**config.mk**
```make
export PLATFORM = sky130hd
export DESIGN_NAME = shp_handler_ctrl
export DESIGN_NICKNAME = d
export VERILOG_FILES = /design/src/hw/shp_pkg.sv /design/src/hw/shp_handler_ctrl.sv /design/src/hw/shp_prio_pick.sv
export SDC_FILE = /design/constraint.sdc
export NUM_CORES = 1
export LEC_CHECK = 0
export BUFFER_PORTS_ARGS = -buffer_cell sky130_fd_sc_hd__buf_2
export CAP_MARGIN = 25
export CORE_MARGIN = 2
export CORE_UTILIZATION = 45
export CTS_BUF_LIST = sky130_fd_sc_hd__clkbuf_4
export CTS_CLUSTER_DIAMETER = 30
export DETAILED_ROUTE_END_ITERATION = 10
export GPL_TIMING_DRIVEN = 0
export HOLD_SLACK_MARGIN = 0.05
export PLACE_DENSITY = 0.82
export SKIP_LAST_GASP = 1
export SLEW_MARGIN = 20
export SYNTH_ARGS = -nofsm -noshare
export SYNTH_HDL_FRONTEND = slang
export SYNTH_HIERARCHICAL = 1
export SYNTH_SLANG_ARGS = --single-unit
```
**constraint.sdc**
```tcl
create_clock -name clock -period 2.9 [get_ports clock]
set_input_delay 0.58 -clock clock [delete_from_list [all_inputs] [get_ports clock]]
set_output_delay 0.58 -clock clock [all_outputs]
set_load 0.01 [all_outputs]
```
**src/hw/shp_pkg.sv**
```systemverilog
// shp_pkg: constants, carriers and types of the system handler priority
// and control block; assumes a 32-bit classic Wishbone register path.
package shp_pkg;

  // address map
  localparam logic [31:0] SHP_SCS_BASE  = 32'hE000E000;
  localparam logic [11:0] SHP_OFS_PRIO3 = 12'hD20;
  localparam logic [11:0] SHP_OFS_CTRL  = 12'hD24;

  // priority word three fields
  localparam int          SHP_PRIO_W    = 3;
  localparam int          SHP_TIMER_LSB = 29;
  localparam int          SHP_DEFER_LSB = 21;
  localparam int          SHP_DEBUG_LSB = 5;
  localparam logic [2:0]  SHP_PRIO_RST  = 3'h0;

  // control and state fields, index 0 mem, 1 bus, 2 usage
  localparam int SHP_EN_POS   [0:2] = '{16, 17, 18};
  localparam int SHP_PEND_POS [0:2] = '{13, 14, 12};
  localparam int SHP_PEND_SVC       = 15;
  // active bits, index 0 mem .. 6 timer
  localparam int SHP_ACT_POS  [0:6] = '{0, 1, 3, 7, 8, 10, 11};
  localparam logic [31:0] SHP_CTRL_RST  = 32'h00000000;
  localparam logic [31:0] SHP_READ_NONE = 32'h00000000;

  // classic Wishbone request from the master
  typedef struct packed {
    logic        cyc;
    logic        stb;
    logic        we;
    logic [31:0] adr;
    logic [3:0]  sel;
    logic [31:0] dat;
  } shp_wb_req_t;

  // configurable faults
  typedef struct packed {
    logic usage;
    logic bus;
    logic mem;
  } shp_fault_t;

  // handlers with an active bit
  typedef struct packed {
    logic timer;
    logic defer;
    logic debug;
    logic supervisor_call;
    logic usage;
    logic bus;
    logic mem;
  } shp_act_t;

  typedef enum {SHP_BUS_IDLE, SHP_BUS_ANSWER} shp_bus_state_t;

endpackage

```
**src/hw/shp_handler_ctrl.sv**
```systemverilog
// shp_handler_ctrl: priority word three and handler control and state,
// reached over classic Wishbone; assumes the core drives fault, entry and
// exit pulses on the same clock and flags privileged bus accesses.
`timescale 1ns/1ps

// Contract
// RQ1: both registers accept reads and writes only from privileged accesses.
// RQ2: the priority word is written per byte lane so neighbours stay intact.
// RQ3: the priority word sits at offset 0xD20 above base 0xE000E000.
// RQ4: each priority is a 3-bit writable level 0 to 7 that resets to 0.
// RQ5: timer priority is bits 31:29, deferred service 23:21, debug 7:5.
// RQ6: the control and state word sits at offset 0xD24.
// RQ7: the control word holds enables, fault and call pending, and active bits.
// RQ8: a fault whose enable is clear is escalated to a hard fault.
// RQ9: software writes to pending and active bits change the real state.
// RQ10: privileged software may rewrite active bits for a context switch.
// RQ11: changing active bits out of step with the stacked context raises a fault.
// RQ12: software saves the active bits before a write and restores them after.
// RQ13: after enabling, software changes bits only by read, modify and write.
// RQ14: among configurable priorities the lower value is the more urgent.
// RQ15: bit 18 enables the usage fault when set and resets to disabled.
// RQ16: reserved bits of the priority word read as zero and ignore writes.
module shp_handler_ctrl (
  // clock and reset
  input  wire logic                 clock,
  input  wire logic                 resetn,
  // register bus
  input  wire shp_pkg::shp_wb_req_t wb_req,
  input  wire logic                 wb_priv,
  output logic                      wb_ack,
  output logic [31:0]               wb_dat_o,
  // fault and call events from the core
  input  wire shp_pkg::shp_fault_t  fault_event,
  input  wire logic                 svc_call,
  input  wire shp_pkg::shp_fault_t  fault_taken,
  input  wire logic                 svc_taken,
  input  wire shp_pkg::shp_act_t    act_enter,
  input  wire shp_pkg::shp_act_t    act_exit,
  input  wire shp_pkg::shp_act_t    stacked_active,
  // state toward the core
  output shp_pkg::shp_fault_t       fault_pending,
  output logic                      svc_pending,
  output shp_pkg::shp_act_t         active,
  output logic                      hard_fault,
  output logic                      context_fault,
  // priority levels and urgent pick
  input  wire logic [2:0]           sys_request,
  output logic [2:0]                prio_timer,
  output logic [2:0]                prio_defer,
  output logic [2:0]                prio_debug,
  output logic                      pick_valid,
  output logic [1:0]                pick_id,
  output logic [2:0]                pick_level
);
  import shp_pkg::*;

  shp_bus_state_t state;
  shp_bus_state_t next_state;
  logic [31:0]    rdata;
  logic [31:0]    next_rdata;
  logic [2:0]     next_prio_timer;
  logic [2:0]     next_prio_defer;
  logic [2:0]     next_prio_debug;
  logic [2:0]     en;
  logic [2:0]     next_en;
  logic [2:0]     pend;
  logic [2:0]     next_pend;
  logic           next_svc_pending;
  logic [6:0]     act;
  logic [6:0]     next_act;
  logic           next_hard_fault;
  logic           next_context_fault;
  logic           hit_prio;
  logic           hit_ctrl;
  logic           req_new;
  logic           wr_prio;
  logic           wr_ctrl;
  logic [31:0]    prio_word;
  logic [31:0]    ctrl_word;
  logic [31:0]    ctrl_wr;
  logic [2:0]     evt;
  logic [6:0]     wr_act;

  // decode against the full bus address
  assign hit_prio = wb_req.adr == (SHP_SCS_BASE + {20'h00000, SHP_OFS_PRIO3}); // see RQ3
  assign hit_ctrl = wb_req.adr == (SHP_SCS_BASE + {20'h00000, SHP_OFS_CTRL});  // see RQ6
  assign req_new  = (state == SHP_BUS_IDLE) && wb_req.cyc && wb_req.stb;
  // writes land on the edge that closes the ack cycle
  assign wr_prio  = (state == SHP_BUS_ANSWER) && wb_req.we && wb_priv && hit_prio; // see RQ1
  assign wr_ctrl  = (state == SHP_BUS_ANSWER) && wb_req.we && wb_priv && hit_ctrl; // see RQ1
  assign wb_ack   = state == SHP_BUS_ANSWER;
  assign wb_dat_o = rdata;
  assign evt      = fault_event;

  function automatic logic [31:0] merge_lanes(input logic [31:0] old_w,
                                              input logic [31:0] new_w,
                                              input logic [3:0]  sel);
    logic [31:0] res;
    res = old_w;
    for (int b = 0; b < 4; b++) begin
      if (sel[b]) begin
        res[8*b +: 8] = new_w[8*b +: 8];
      end
    end
    return res;
  endfunction

  // priority word, reserved bits zero
  always_comb begin
    prio_word = 32'h00000000; // see RQ16
    prio_word[SHP_TIMER_LSB +: SHP_PRIO_W] = prio_timer; // see RQ5
    prio_word[SHP_DEFER_LSB +: SHP_PRIO_W] = prio_defer; // see RQ5
    prio_word[SHP_DEBUG_LSB +: SHP_PRIO_W] = prio_debug; // see RQ5
  end

  // control and state word
  always_comb begin
    ctrl_word = 32'h00000000;
    for (int f = 0; f < 3; f++) begin
      ctrl_word[SHP_EN_POS[f]]   = en[f];   // see RQ7
      ctrl_word[SHP_PEND_POS[f]] = pend[f]; // see RQ7
    end
    ctrl_word[SHP_PEND_SVC] = svc_pending;
    for (int a = 0; a < 7; a++) begin
      ctrl_word[SHP_ACT_POS[a]] = act[a];
    end
  end

  // bus state and read data
  always_comb begin
    next_state = state;
    next_rdata = rdata;
    unique case (state)
      SHP_BUS_IDLE: begin
        if (req_new) begin
          next_state = SHP_BUS_ANSWER;
          if (!wb_priv) begin
            next_rdata = SHP_READ_NONE; // see RQ1
          end else if (hit_prio) begin
            next_rdata = prio_word;
          end else if (hit_ctrl) begin
            next_rdata = ctrl_word;
          end else begin
            next_rdata = SHP_READ_NONE;
          end
        end
      end
      SHP_BUS_ANSWER: begin
        next_state = SHP_BUS_IDLE;
      end
    endcase
  end

  always_ff @(posedge clock or negedge resetn) begin
    if (!resetn) begin
      state <= SHP_BUS_IDLE;
      rdata <= SHP_READ_NONE;
    end else begin
      state <= next_state;
      rdata <= next_rdata;
    end
  end

  // priorities, written lane by lane
  always_comb begin
    next_prio_timer = prio_timer;
    next_prio_defer = prio_defer;
    next_prio_debug = prio_debug;
    if (wr_prio) begin
      if (wb_req.sel[3]) begin
        next_prio_timer = wb_req.dat[SHP_TIMER_LSB +: SHP_PRIO_W]; // see RQ2
      end
      if (wb_req.sel[2]) begin
        next_prio_defer = wb_req.dat[SHP_DEFER_LSB +: SHP_PRIO_W]; // see RQ2
      end
      if (wb_req.sel[0]) begin
        next_prio_debug = wb_req.dat[SHP_DEBUG_LSB +: SHP_PRIO_W]; // see RQ2
      end
    end
  end

  always_ff @(posedge clock or negedge resetn) begin
    if (!resetn) begin
      prio_timer <= SHP_PRIO_RST; // see RQ4
      prio_defer <= SHP_PRIO_RST; // see RQ4
      prio_debug <= SHP_PRIO_RST; // see RQ4
    end else begin
      prio_timer <= next_prio_timer;
      prio_defer <= next_prio_defer;
      prio_debug <= next_prio_debug;
    end
  end

  // enables, pending and active state; hardware set wins over any clear
  always_comb begin
    ctrl_wr = merge_lanes(ctrl_word, wb_req.dat, wb_req.sel);
    for (int a = 0; a < 7; a++) begin
      wr_act[a] = ctrl_wr[SHP_ACT_POS[a]];
    end
    next_en          = en;
    next_pend        = pend;
    next_svc_pending = svc_pending;
    next_act         = act;
    if (wr_ctrl) begin
      for (int f = 0; f < 3; f++) begin
        next_en[f]   = ctrl_wr[SHP_EN_POS[f]];   // see RQ15
        next_pend[f] = ctrl_wr[SHP_PEND_POS[f]]; // see RQ9
      end
      next_svc_pending = ctrl_wr[SHP_PEND_SVC];  // see RQ9
      next_act         = wr_act;                 // see RQ10
    end
    next_pend        = (next_pend & ~3'(fault_taken)) | (evt & en); // see RQ7
    next_svc_pending = (next_svc_pending & ~svc_taken) | svc_call;
    next_act         = (next_act & ~7'(act_exit)) | 7'(act_enter);
    next_hard_fault  = |(evt & ~en); // see RQ8
    next_context_fault = wr_ctrl && (wr_act != act)
                         && (wr_act != 7'(stacked_active)); // see RQ11
  end

  always_ff @(posedge clock or negedge resetn) begin
    if (!resetn) begin
      en            <= SHP_CTRL_RST[2:0]; // see RQ15
      pend          <= SHP_CTRL_RST[2:0];
      svc_pending   <= 1'b0;
      act           <= SHP_CTRL_RST[6:0];
      hard_fault    <= 1'b0;
      context_fault <= 1'b0;
    end else begin
      en            <= next_en;
      pend          <= next_pend;
      svc_pending   <= next_svc_pending;
      act           <= next_act;
      hard_fault    <= next_hard_fault;
      context_fault <= next_context_fault;
    end
  end

  assign fault_pending = pend;
  assign active        = act;

  // most urgent of timer, deferred service and debug handlers
  shp_prio_pick #(
    .N (3),
    .W (SHP_PRIO_W)
  ) u_pick (
    .clock  (clock),
    .resetn (resetn),
    .req    (sys_request),
    .levels ({prio_debug, prio_defer, prio_timer}), // see RQ14
    .valid  (pick_valid),
    .id     (pick_id),
    .level  (pick_level)
  );

  chk_unpriv_write: assert property (@(posedge clock) disable iff (!resetn)
    wb_ack && wb_req.we && !wb_priv |=> $stable(prio_word) && $stable(en)) // see RQ1
    else $error("unprivileged write altered a register");

  chk_unpriv_read: assert property (@(posedge clock) disable iff (!resetn)
    req_new && !wb_priv |=> wb_ack && wb_dat_o == 32'h00000000) // see RQ1
    else $error("unprivileged read returned data");

  chk_byte_lane: assert property (@(posedge clock) disable iff (!resetn)
    wr_prio && !wb_req.sel[3] && !wb_req.sel[2]
    |=> $stable(prio_timer) && $stable(prio_defer)) // see RQ2
    else $error("unselected priority lane changed");

  chk_prio_read: assert property (@(posedge clock) disable iff (!resetn)
    req_new && wb_priv && hit_prio && !wb_req.we
    |=> wb_dat_o[31:29] == prio_timer && wb_dat_o[23:21] == prio_defer
        && wb_dat_o[7:5] == prio_debug) // see RQ5
    else $error("priority word read mismatch");

  chk_prio_reserved: assert property (@(posedge clock) disable iff (!resetn)
    req_new && hit_prio |=> (wb_dat_o & 32'h1F1FFF1F) == 32'h00000000) // see RQ16
    else $error("reserved priority bits read nonzero");

  chk_prio_write: assert property (@(posedge clock) disable iff (!resetn)
    wr_prio && wb_req.sel[3] |=> prio_timer == $past(wb_req.dat[31:29])) // see RQ4
    else $error("timer priority not written");

  chk_ctrl_read: assert property (@(posedge clock) disable iff (!resetn)
    req_new && wb_priv && hit_ctrl |=> wb_dat_o == $past(ctrl_word)) // see RQ6
    else $error("control word read mismatch");

  chk_fault_escalate: assert property (@(posedge clock) disable iff (!resetn)
    fault_event.usage && !en[2] |=> hard_fault && !($rose(pend[2]))) // see RQ8
    else $error("disabled usage fault not escalated");

  chk_fault_pend: assert property (@(posedge clock) disable iff (!resetn)
    fault_event.bus && en[1]
    |=> pend[1] && (hard_fault == ($past(fault_event.usage) && !$past(en[2])
        || $past(fault_event.mem) && !$past(en[0])))) // see RQ7
    else $error("enabled bus fault not pending");

  chk_usage_enable: assert property (@(posedge clock) disable iff (!resetn)
    wr_ctrl && wb_req.sel[2] |=> en[2] == $past(wb_req.dat[18])) // see RQ15
    else $error("usage enable not written");

  chk_active_write: assert property (@(posedge clock) disable iff (!resetn)
    wr_ctrl && wb_req.sel[1] && !act_enter.timer && !act_exit.timer
    |=> act[6] == $past(wb_req.dat[11])) // see RQ10
    else $error("timer active bit not written");

  chk_ctx_fault: assert property (@(posedge clock) disable iff (!resetn)
    context_fault |-> $past(wr_ctrl) && $past(wr_act) != $past(stacked_active)) // see RQ11
    else $error("context fault without mismatch");

  chk_pick_urgent: assert property (@(posedge clock) disable iff (!resetn)
    sys_request[0] && sys_request[1] && prio_timer < prio_defer
    |=> pick_valid && pick_id != 2'h1 && pick_level < $past(prio_defer)) // see RQ14
    else $error("less urgent handler picked");

endmodule

```
**src/hw/shp_prio_pick.sv**
```systemverilog
// shp_prio_pick: registered pick of the most urgent requesting handler;
// assumes requests and levels come from logic on the same clock.
`timescale 1ns/1ps
module shp_prio_pick #(
  parameter int N = 3,
  parameter int W = 3
) (
  // clock and reset
  input  wire logic                 clock,
  input  wire logic                 resetn,
  // candidates
  input  wire logic [N-1:0]         req,
  input  wire logic [N*W-1:0]       levels,
  // result
  output logic                      valid,
  output logic [$clog2(N+1)-1:0]    id,
  output logic [W-1:0]              level
);

  localparam int IW = $clog2(N + 1);

  generate
    if (N < 2 || W < 1) begin : g_bad
      $error("shp_prio_pick needs N >= 2 and W >= 1");
    end
  endgenerate

  logic [W-1:0]  lvl [N];
  logic          next_valid;
  logic [IW-1:0] next_id;
  logic [W-1:0]  next_level;

  genvar g;
  generate
    for (g = 0; g < N; g++) begin : g_lvl
      assign lvl[g] = levels[g*W +: W];
    end
  endgenerate

  // lower value is more urgent, ties go to the lower index
  always_comb begin
    next_valid = 1'b0;
    next_id    = '0;
    next_level = '0;
    for (int i = 0; i < N; i++) begin
      if (req[i] && (!next_valid || lvl[i] < next_level)) begin
        next_valid = 1'b1;
        next_id    = IW'(i);
        next_level = lvl[i];
      end
    end
  end

  always_ff @(posedge clock or negedge resetn) begin
    if (!resetn) begin
      valid <= 1'b0;
      id    <= '0;
      level <= '0;
    end else begin
      valid <= next_valid;
      id    <= next_id;
      level <= next_level;
    end
  end

endmodule

```
Word level (Yosys, flattened, before mapping):

Cells that the tools add are included.

* $add $sub $neg: 0
* multiply operators: 0
* divide/modulo/power cells: 0
* magnitude comparators: 2
* equality and inequality tests: 7
* shift-type cells: 0
* mux-type cells: 18
* bitwise operators: 12
* reductions and logical operators: 22

Operators by type and width (count)
* $mux 32: 3
* $eq 32x32->1 const B: 2
* $logic_not 32->1: 2
* $pmux 32 s2: 1
* $eq 32x1->1 const B: 1
* $eq 32x2->1 const B: 1
* $mux 19: 1
* $mux 8: 2
* $ne 7x7->1: 2
* $mux 3: 4
* $logic_and 1x1->1: 10
* $reduce_and 2->1: 5
* $and 3x3->3: 3
* $and 7x7->7: 1
* $mux 7: 1
* $not 7->7: 1
* $or 7x7->7: 1
* $lt 3x3->1: 2
* $not 3->3: 2
* $mux 1: 5
* $or 3x3->3: 1
* $reduce_or 3->1: 1
* $logic_not 1->1: 2
* $logic_or 1x1->1: 2
* other kinds (5): 5

* register bits: 95
* latch bits: 0
* RAM bits: 0
* bits in read-only memories: 0
* input port bits: 106
* output and inout bits: 61
* word-level logic and storage cells: 75
* memories: 0

Longest topological paths before layout:

Gate-level depths: netlist (run 1).

* word-level depth: 9
* depth in mapped cells: 11
* depth with buffers taken out: 11

Cells and area by module:

Netlist (run 1), hierarchy kept.

By module, submodules not included
* shp_handler_ctrl: instances 1, cells an instance 209, area each 2436.1 µm²
* shp_prio_pick: instances 1, cells an instance 50, area each 436.7 µm²

Worst setup path before layout (run 1):

OpenSTA, ideal clock, no wires.

* path kind: in2reg
* start point: in sys_request[0]
* end point: reg u_pick.level[1]
* setup time: 0.079 ns
* arrival: 2.426 ns
* setup slack: 0.395 ns
* stages: 10
* path through: nand2_1 -> ha_1 -> a211oi_1 -> or3b_1 -> a32oi_1 -> ha_1 -> a21oi_1 -> o21ai_0 -> o21ai_2 -> mux2i_1

* longest elaborated chain between the ends: 9
* elaborated cells on any way between the ends: 13
* classes of those cells: order compare (2); mux (5); reduce/logical (6)

RTL lines
* from (decl): line shp_handler_ctrl.sv:47 `input wire logic [2:0] sys_request,`
* $mux 3 / $mux 1 (equally long branches): line shp_prio_pick.sv:46 `if (req[i] && (!next_valid || lvl[i] < next_level)) begin`
* $lt 3x3->1 / $logic_not 1->1 (equally long branches): line shp_prio_pick.sv:46
* $logic_or 1x1->1: line shp_prio_pick.sv:46
* $logic_and 1x1->1: line shp_prio_pick.sv:46
* $mux 3 / $mux 1 (equally long branches): line shp_prio_pick.sv:46
* $lt 3x3->1 / $logic_not 1->1 (equally long branches): line shp_prio_pick.sv:46
* $logic_or 1x1->1: line shp_prio_pick.sv:46
* $logic_and 1x1->1: line shp_prio_pick.sv:46
* $mux 3 *: line shp_prio_pick.sv:46
* named net u_pick.next_level[1]: line shp_prio_pick.sv:31 `logic [W-1:0] next_level;`
* to (signal assigned): line shp_prio_pick.sv:62 `level <= next_level;`
* to (decl): line shp_prio_pick.sv:17 `output logic [W-1:0] level`

The timed path passes the listed nets; every way through them passes the cells marked *.
A chain may end at the register's enable or synchronous reset.

Worst setup path after layout (run 1):

* start point: reg prio_timer[2]
* end point: reg u_pick.id[0]

* longest elaborated chain between the ends: 9
* elaborated cells on any way between the ends: 12
* classes of those cells: order compare (2); mux (5); reduce/logical (5)

RTL lines
* from (decl): line shp_handler_ctrl.sv:48 `output logic [2:0] prio_timer,`
* from (signal assigned): line shp_handler_ctrl.sv:188 `prio_timer <= next_prio_timer;`
* $mux 3 *: line shp_prio_pick.sv:46
* $lt 3x3->1: line shp_prio_pick.sv:46
* $logic_or 1x1->1: line shp_prio_pick.sv:46
* $logic_and 1x1->1: line shp_prio_pick.sv:46
* $mux 3 / $mux 1 (equally long branches): line shp_prio_pick.sv:46
* $lt 3x3->1 / $logic_not 1->1 (equally long branches): line shp_prio_pick.sv:46
* $logic_or 1x1->1: line shp_prio_pick.sv:46
* $logic_and 1x1->1: line shp_prio_pick.sv:46
* $mux 2 *: line shp_prio_pick.sv:46
* named net u_pick.next_id[0]: line shp_prio_pick.sv:30 `logic [IW-1:0] next_id;`
* to (signal assigned): line shp_prio_pick.sv:61 `id <= next_id;`
* to (decl): line shp_prio_pick.sv:16 `output logic [$clog2(N+1)-1:0] id,`

Marked as above.

==> run metrics, run 1 <==
run status finished, final reports clean; CP Cell Sequence nand2_1 -> ha_1 -> nand2b_1 -> a211oi_1 -> nor2_1 -> a32oi_2 -> ha_1 -> a21oi_1 -> o21ai_0 -> o21ai_2 -> buf_4 -> a21oi_1; met2 global-route usage 41.2%; most common cell in the netlist dfrtp_1; Initial Util 45.8%; DP Cell Count 489; storage element area 1350 sq um; hold_buf cts 0; synth cell count leaders 54 x dfrtp_1, 21 x a22o_1, 18 x inv_1; slew margin rel. 55.4%; area of the multi-input gates 1380 sq um; YS warnings 6; Placer Congestion 0.799; unrepaired setup endpoints after global routing no; share of the synthesized area in the top cell type 47.0%; GRT Max-Usage Layer met2; first-pass GRT wire length 12900 um; sequential fraction of the synthesis area 47.0%; CP top delay family compound AO/OA/AOI/OAI gates; worst vdd ir 239 uV; DIE AREA 7040 sq um; async set or reset register ratio after synthesis 100%; Fin. Hold Viols 0; Synth cell types 42; setup ws final 0.206 ns; area delta synth->final 32.4%; initial drt markers 79; Final ANT Viol Nets 0; total CTS buffers 5; Die Wd 83.9 um; vias in the first global route 2768; clock latency at the later pin of the worst-skew pair 0.37 ns; mux cell area share after synthesis 8.19%; total grt overflow 0; layout cells sized above 1 45.4%; Syn Inst Count 259; P per Cell Area 346 nW/um^2; dpl hpwl 6320 um; Syn Std Cell Area 2870 sq um; wire length per cell 16.2 um; reg2reg setup slack 0.21 ns; FP Rows 29; I/O Pins 167; Antenna Cells 0; worst r2r src prio_timer[2]; met1 Use GR 27.9%; Tot GR Track Use 23.0%; IO Port Bufs 144; worst hold-check path type input port to async pin; Via density 5.42; fill count 566; Avg Cell Area, Syn 11.1 sq um; Synth area leader dfrtp_1; Clock Sinks 54; DRT Wirelength 8060 um; post-route DRC violation count 0; Post-synth EDFFs 0; Fin Clk Skew 0.00909 ns; GR Util met3 4.06%; largest fanout on the critical path 5; ys flop type dfrtp_1; Reg clk slew, reported paths 0.15 ns; Non-Filler Instances 498; slew of the pin with the lowest slew margin 0.669 ns; # H-tree levels 2; Crit Path Class register to register; main combinational cell family by area after synthesis simple AND/OR/NAND/NOR gates; via count 2699; maximum number of pins on one net before global-route repair 55; Final Slew Violations 0; adder-cell area share of the yosys netlist 1.74%; chip height 83.9 um; initial antenna violation count 0; Post-Synth Simple-Gate Area 17.5%; Core ar. 6280 sq um; CTS tree yes; Place WS -0.120 ns; final setup fails 0; largest stage delay on the critical path 0.44 ns; crit path launch type register; post-synthesis xor/xnor area fraction 4.27%; Final #Nets 531; CP endpoint kind register; final period utilization 92.9%; compound-gate portion of the synthesized area 14.6%; CTS Buffer Depth 2; Slowest cell on crit path dfrtp_2; CP startpoint prio_timer[2]; Pre-antenna DRT Iters 4; clk root buf clkbuf_4; leak pwr 0.00202 uW; largest cells by area after synthesis dfrtp_1 47%, a22o_1 6.4%, mux2_2 4.7%, xnor2_1 4.3%, mux2i_1 3.5%; Max Cap Viol 0; Fmax achieved 371 MHz; Worst Path Required 3.16 ns; Buf/Inv on CP 1; Synth Register Bits 54; Crit path arrival time 2.96 ns; post-layout minimum cycle time 2.69 ns
-- flip-flops by register name, summed over array words and instances (netlist names) --
signal	count
u_pick/id	2
context_fault	1
svc_pending	1
active	7
prio_timer	3
state	1
fault_pending	3
u_pick/valid	1
wb_dat_o	22
hard_fault	1
prio_defer	3
prio_debug	3
en	3
u_pick/level	3
-- power breakdown --
part           switching, uW  internal [uW]
clock network            232            101
registers               12.8            764
logic                    105            103
total                    350            967
-- per-layer routing --
metal	share of wire [%]	wire length, um	vias up
li1	-	-	1269
met1	40	3230	1290
met2	52	4150	128
met3	6.5	526	12
met4	1.9	153	0
met5	0	0	-
-- metrics by stage --
stage	hold WS [ns]	TNS (ns)	power, uW	area (sq um)	util (%)
final	0.234	0	1320	3800	60.6
after global routing	0.267	0	1380	3800	60.6
after CTS	0.247	0	1330	3780	60.2
after detailed placement	0.489	-0.259	996	3730	59.4
after global placement	0.484	0	991	3720	59.3
after floorplan	0.284	0	880	2910	-
-- worst paths after layout --
check | endpoint | depth (start not counted)
max | u_pick/id[0] | 12
min | wb_dat_o[13] | 1
max reg2reg | u_pick/id[0] | 12
min reg2reg | wb_dat_o[14] | 1
max in group asynchronous | prio_timer[2] | 1
min in group clock | svc_pending | 2
-- logic make-up after synthesis --
family | count (synthesis)
other | 1
flip-flops | 54
adder cells (fa/ha/maj) | 4
AO/OA/AOI/OAI | 50
multiplexers | 22
XOR/XNOR | 14
AND/OR/NAND/NOR | 76
buffers and inverters | 38
-- worst reg2reg max path, stage by stage (launching register included) --
cell	delay [ns]
dfrtp_2	0.44
nand2_1	0.08
ha_1	0.20
nand2b_1	0.19
a211oi_1	0.29
nor2_1	0.14
a32oi_2	0.28
ha_1	0.31
a21oi_1	0.13
o21ai_0	0.11
o21ai_2	0.24
buf_4	0.16
a21oi_1	0.03
-- timing repair --
action,in CTS,in global routing
gates resized for setup,0,2
buffers inserted,0,2
setup endpoints to repair,0,2
-- cells in the final DEF (no fill, tap or decap), drive strengths merged, types with 4 or more instances in the layout --
| master | netlist | routed |
|---|---|---|
| dfrtp | 54 | 54 |
| mux2 | 12 | 12 |
| a22o | 21 | 21 |
| nor2 | 4 | 4 |
| mux2i | 10 | 10 |
| a311o | 8 | 8 |
| or3 | 4 | 4 |
| inv | 18 | 18 |
| clkbuf | 6 | 12 |
| ha | 4 | 4 |
| nand3 | 4 | 4 |
| o21ai | 4 | 4 |
| nor2b | 5 | 5 |
| xnor2 | 14 | 14 |
| conb | 1 | 10 |
| nand4 | 4 | 4 |
| nand2 | 15 | 15 |
| nor4 | 22 | 22 |
| buf | 14 | 160 |
| a21oi | 4 | 4 |
| nand2b | 7 | 7 |
-- cell type report --
| class | count | share of cell area, % |
|---|---|---|
| clock buffer | 6 | 1.18 |
| buffer | 20 | 3.16 |
| tap | 77 | 2.53 |
| multi-input combinational | 176 | 36.2 |
| clock inverter | 1 | 0.197 |
| timing repair buffer | 146 | 19.4 |
| sequential | 54 | 35.6 |
| inverter | 18 | 1.78 |
Power figures use the tool's default switching activity.
==> inputs of run 2 (changes only) <==
CORE_UTILIZATION = 48   (was 45)
PLACE_DENSITY = 0.87   (was 0.82)
SYNTH_HIERARCHICAL = unset   (was 1)
clock period = 3.23 ns   (was 2.9 ns; I/O delays follow)
==> run metrics, run 2 <==
Largest register FFs 22 (unchanged); FP Rows 27 (-6.9%); met1 Use GR 29.9% (+2.0 points); initial drt markers 74 (-6.3%); Fin Clk Skew 0.0121 ns (+0.00302 ns); Reg clk slew, reported paths 0.14 ns (about the same); Reg power frac 59.8% (+0.8 points); DRT Wirelength 7040 um (-13%); Clock power frac 24.8% (-0.4 points); synth cell count leaders 54 x dfrtp_1, 22 x a22o_1, 20 x mux2i_1; maximum number of pins on one net before global-route repair 55 (unchanged); largest stage delay on the critical path 0.40 ns (-0.04 ns); largest fanout on the critical path 8 (+3); async set or reset register ratio after synthesis 100% (unchanged); initial antenna violation count 0 (unchanged); Syn Inst Count 235 (-9.3%); IO Port Bufs 143 (-0.69%); chip height 80.3 um (-4.2%); first-pass GRT wire length 11200 um (-13%); hold_buf cts 0 (unchanged); total CTS buffers 5 (unchanged); Crit path arrival time 3.31 ns (+0.35 ns); Antenna Cells 0 (unchanged); GR Util met3 4.27% (+0.21 points); run status finished, final reports clean; Max Cap Viol 0 (unchanged); Synth area leader dfrtp_1; wire length per cell 15.1 um (-6.8%); I/O Pins 167 (unchanged); CTS Buffer Depth 2 (unchanged); layout cells sized above 1 47.8% (+2.5 points); # H-tree levels 2 (unchanged); Post-CTS Setup Bufs 0 (unchanged); Non-Filler Instances 467 (-6.2%); DIE AREA 6460 sq um (-8.3%); most common cell in the netlist dfrtp_1; sequential fraction of the synthesis area 48.3% (+1.3 points); placed inst area 3650 sq um (-2.1%); clock latency at the later pin of the worst-skew pair 0.37 ns (about the same); CTS tree yes; CP top delay family compound AO/OA/AOI/OAI gates; ys flop type dfrtp_1; clk root buf clkbuf_4; CP Cell Sequence clkbuf_1 -> nand2_1 -> ha_1 -> a21oi_1 -> o211ai_1 -> mux2_2 -> ha_1 -> nand3_1 -> a41oi_1 -> a31oi_2 -> mux2_2; YS warnings 0 (-6); area of the multi-input gates 1350 sq um (-2.1%); Fmax achieved 328 MHz; Syn Std Cell Area 2800 sq um (-2.6%); area delta synth->final 32.2% (about the same); slew of the pin with the lowest slew margin 0.866 ns (+0.197 ns); Crit Path Class input port to register; Final Slew Violations 0 (unchanged); leak pwr 0.00199 uW (-1.7%); vias in the first global route 2316 (-16%); GRT Max-Usage Layer met2; Sw Share 26.5% (-0.094 points); Logic pwr share 15.4% (-0.4 points); Switch Pwr 308 uW (-12%); Pint 856 uW (-12%); Post-synth EDFFs 0 (unchanged); Final ANT Viol Nets 0 (unchanged); total grt overflow 0 (unchanged); DP Cell Count 459 (-6.1%); worst hold-check path type input port to async pin; unrepaired setup endpoints after global routing no; post-route DRC violation count 0 (unchanged); Slowest cell on crit path mux2_2; setup ws final 0.186 ns (-0.0200 ns); largest cells by area after synthesis dfrtp_1 48%, mux2i_1 7.2%, a22o_1 6.9%, mux2_2 6.0%, xnor2_1 3.1%; final setup fails 0 (unchanged); Via density 5.19 (-4.2%); Core ar. 5570 sq um (-11%); Initial Util 50.2% (+4.4 points); Placer Congestion 0.801 (+0.20%); share of the synthesized area in the top cell type 48.3% (+1.3 points); commonest cells after routing, fill and taps aside 143 x buf_2, 54 x dfrtp_1, 22 x a22o_1, 20 x mux2i_1, 17 x nand2_1; via count 2425 (-10%); Pre-antenna DRT Iters 4 (unchanged); # resized after CTS 0 (unchanged); CP endpoint kind register; slew margin rel. 41.8% (-14 points); Tot GR Track Use 22.7% (-0.26 points); met2 global-route usage 38.1% (-3.2 points); Fin. Hold Viols 0 (unchanged); worst vdd ir 228 uV (-4.8%); Final #Nets 504 (-5.1%); final period utilization 94.3%; Place WS -0.202 ns (-0.0816 ns); crit path launch type input port; Avg Cell Area, Syn 11.9 sq um (+7.3%); storage element area 1350 sq um (about the same); Clock Sinks 54 (unchanged); post-layout minimum cycle time 3.04 ns; Buf/Inv on CP 1 (unchanged); P per Cell Area 314 nW/um^2 (-9.2%); Synth cell types 44 (+4.8%); Die Wd 80.3 um (-4.2%); dpl hpwl 5590 um (-12%); Synth Register Bits 54 (unchanged); most common cell after layout, fill and taps aside buf_2; cell area after layout 3700 sq um (-2.7%); Worst Path Required 3.49 ns (+0.33 ns); fill count 457 (-19%)
## run 2: changes by cell type in the layout (fill, tap and decap cells not counted), moves of 7 or more
cell      previous run  this run
mux2i_1             10        20
nor4_1              16         1
o21bai_1             0         7
inv_1               18         9
a311o_1              8         0
## run 2: area by class of cell
cell class	count	share of cell area, %
plain buffers	18	2.87
clock buffers	5	1.01
clock inverters	3	0.440
inverters	9	0.913
multi-input cells	163	36.4
flip-flops and latches	54	36.5
well taps	72	2.43
repair buffers	143	19.4
## run 2: through the flow
stage	TNS (ns)	hold slack, ns	total power, uW	utilization (%)
2_1_floorplan	0	0.350	788	-
3_3_place_gp	-0.140	0.482	885	65.4
3_5_place_dp	-0.216	0.489	888	65.4
4_1_cts	0	0.303	1180	66.4
5_1_grt	0	0.314	1230	66.4
6_report	0	0.296	1160	66.4
## run 2: power by group through the flow
stage               registers (uW)  clock network (uW)  logic [uW]
floorplan                      712                   0        75.6
global placement               708                   0         176
detailed placement             709                   0         180
CTS                            696                 299         180
global route                   698                 329         198
finish                         696                 288         179
## run 2: final timing paths
| check | startpoint | to | slack, ns | cells past startpoint |
|---|---|---|---|---|
| max | sys_request[0] | u_pick.level[0] | 0.19 | 11 |
| max reg2reg | prio_timer[1] | u_pick.level[0] | 0.31 | 10 |
| max in group asynchronous | resetn | prio_debug[2] | 2.49 | 1 |
| min reg2reg | wb_dat_o[29] | wb_dat_o[29] | 0.52 | 1 |
| min in group clock | fault_taken[1] | fault_pending[1] | 0.42 | 2 |
| min | resetn | wb_dat_o[23] | 0.30 | 1 |
## run 2: kinds of logic (layout without fill, tap and decap cells)
group	Yosys count	count (layout)	synth area share [%]
mux	35	35	13.2
other cells	1	10	0.134
fa+ha+maj	4	4	1.79
compound gates	42	42	11.8
simple gates	58	58	15.4
buf+inv	27	178	5.01
flops	54	54	48.3
xor+xnor	14	14	4.38
## run 2: worst reg2reg max path, delay by kind of cell, from the launching register on
| kind | cells | cell delay (ns) |
|---|---|---|
| compound gates | 4 | 0.81 |
| fa+ha+maj | 2 | 0.61 |
| flops | 1 | 0.44 |
| mux | 2 | 0.78 |
| simple gates | 2 | 0.18 |
## run 2: per-layer routing
layer	routed length, um	vias to the layer above	part of all wire (%)
li1	-	1156	-
met1	2950	1138	42
met2	3480	117	49
met3	477	14	6.8
met4	131	0	1.9
met5	0	-	0
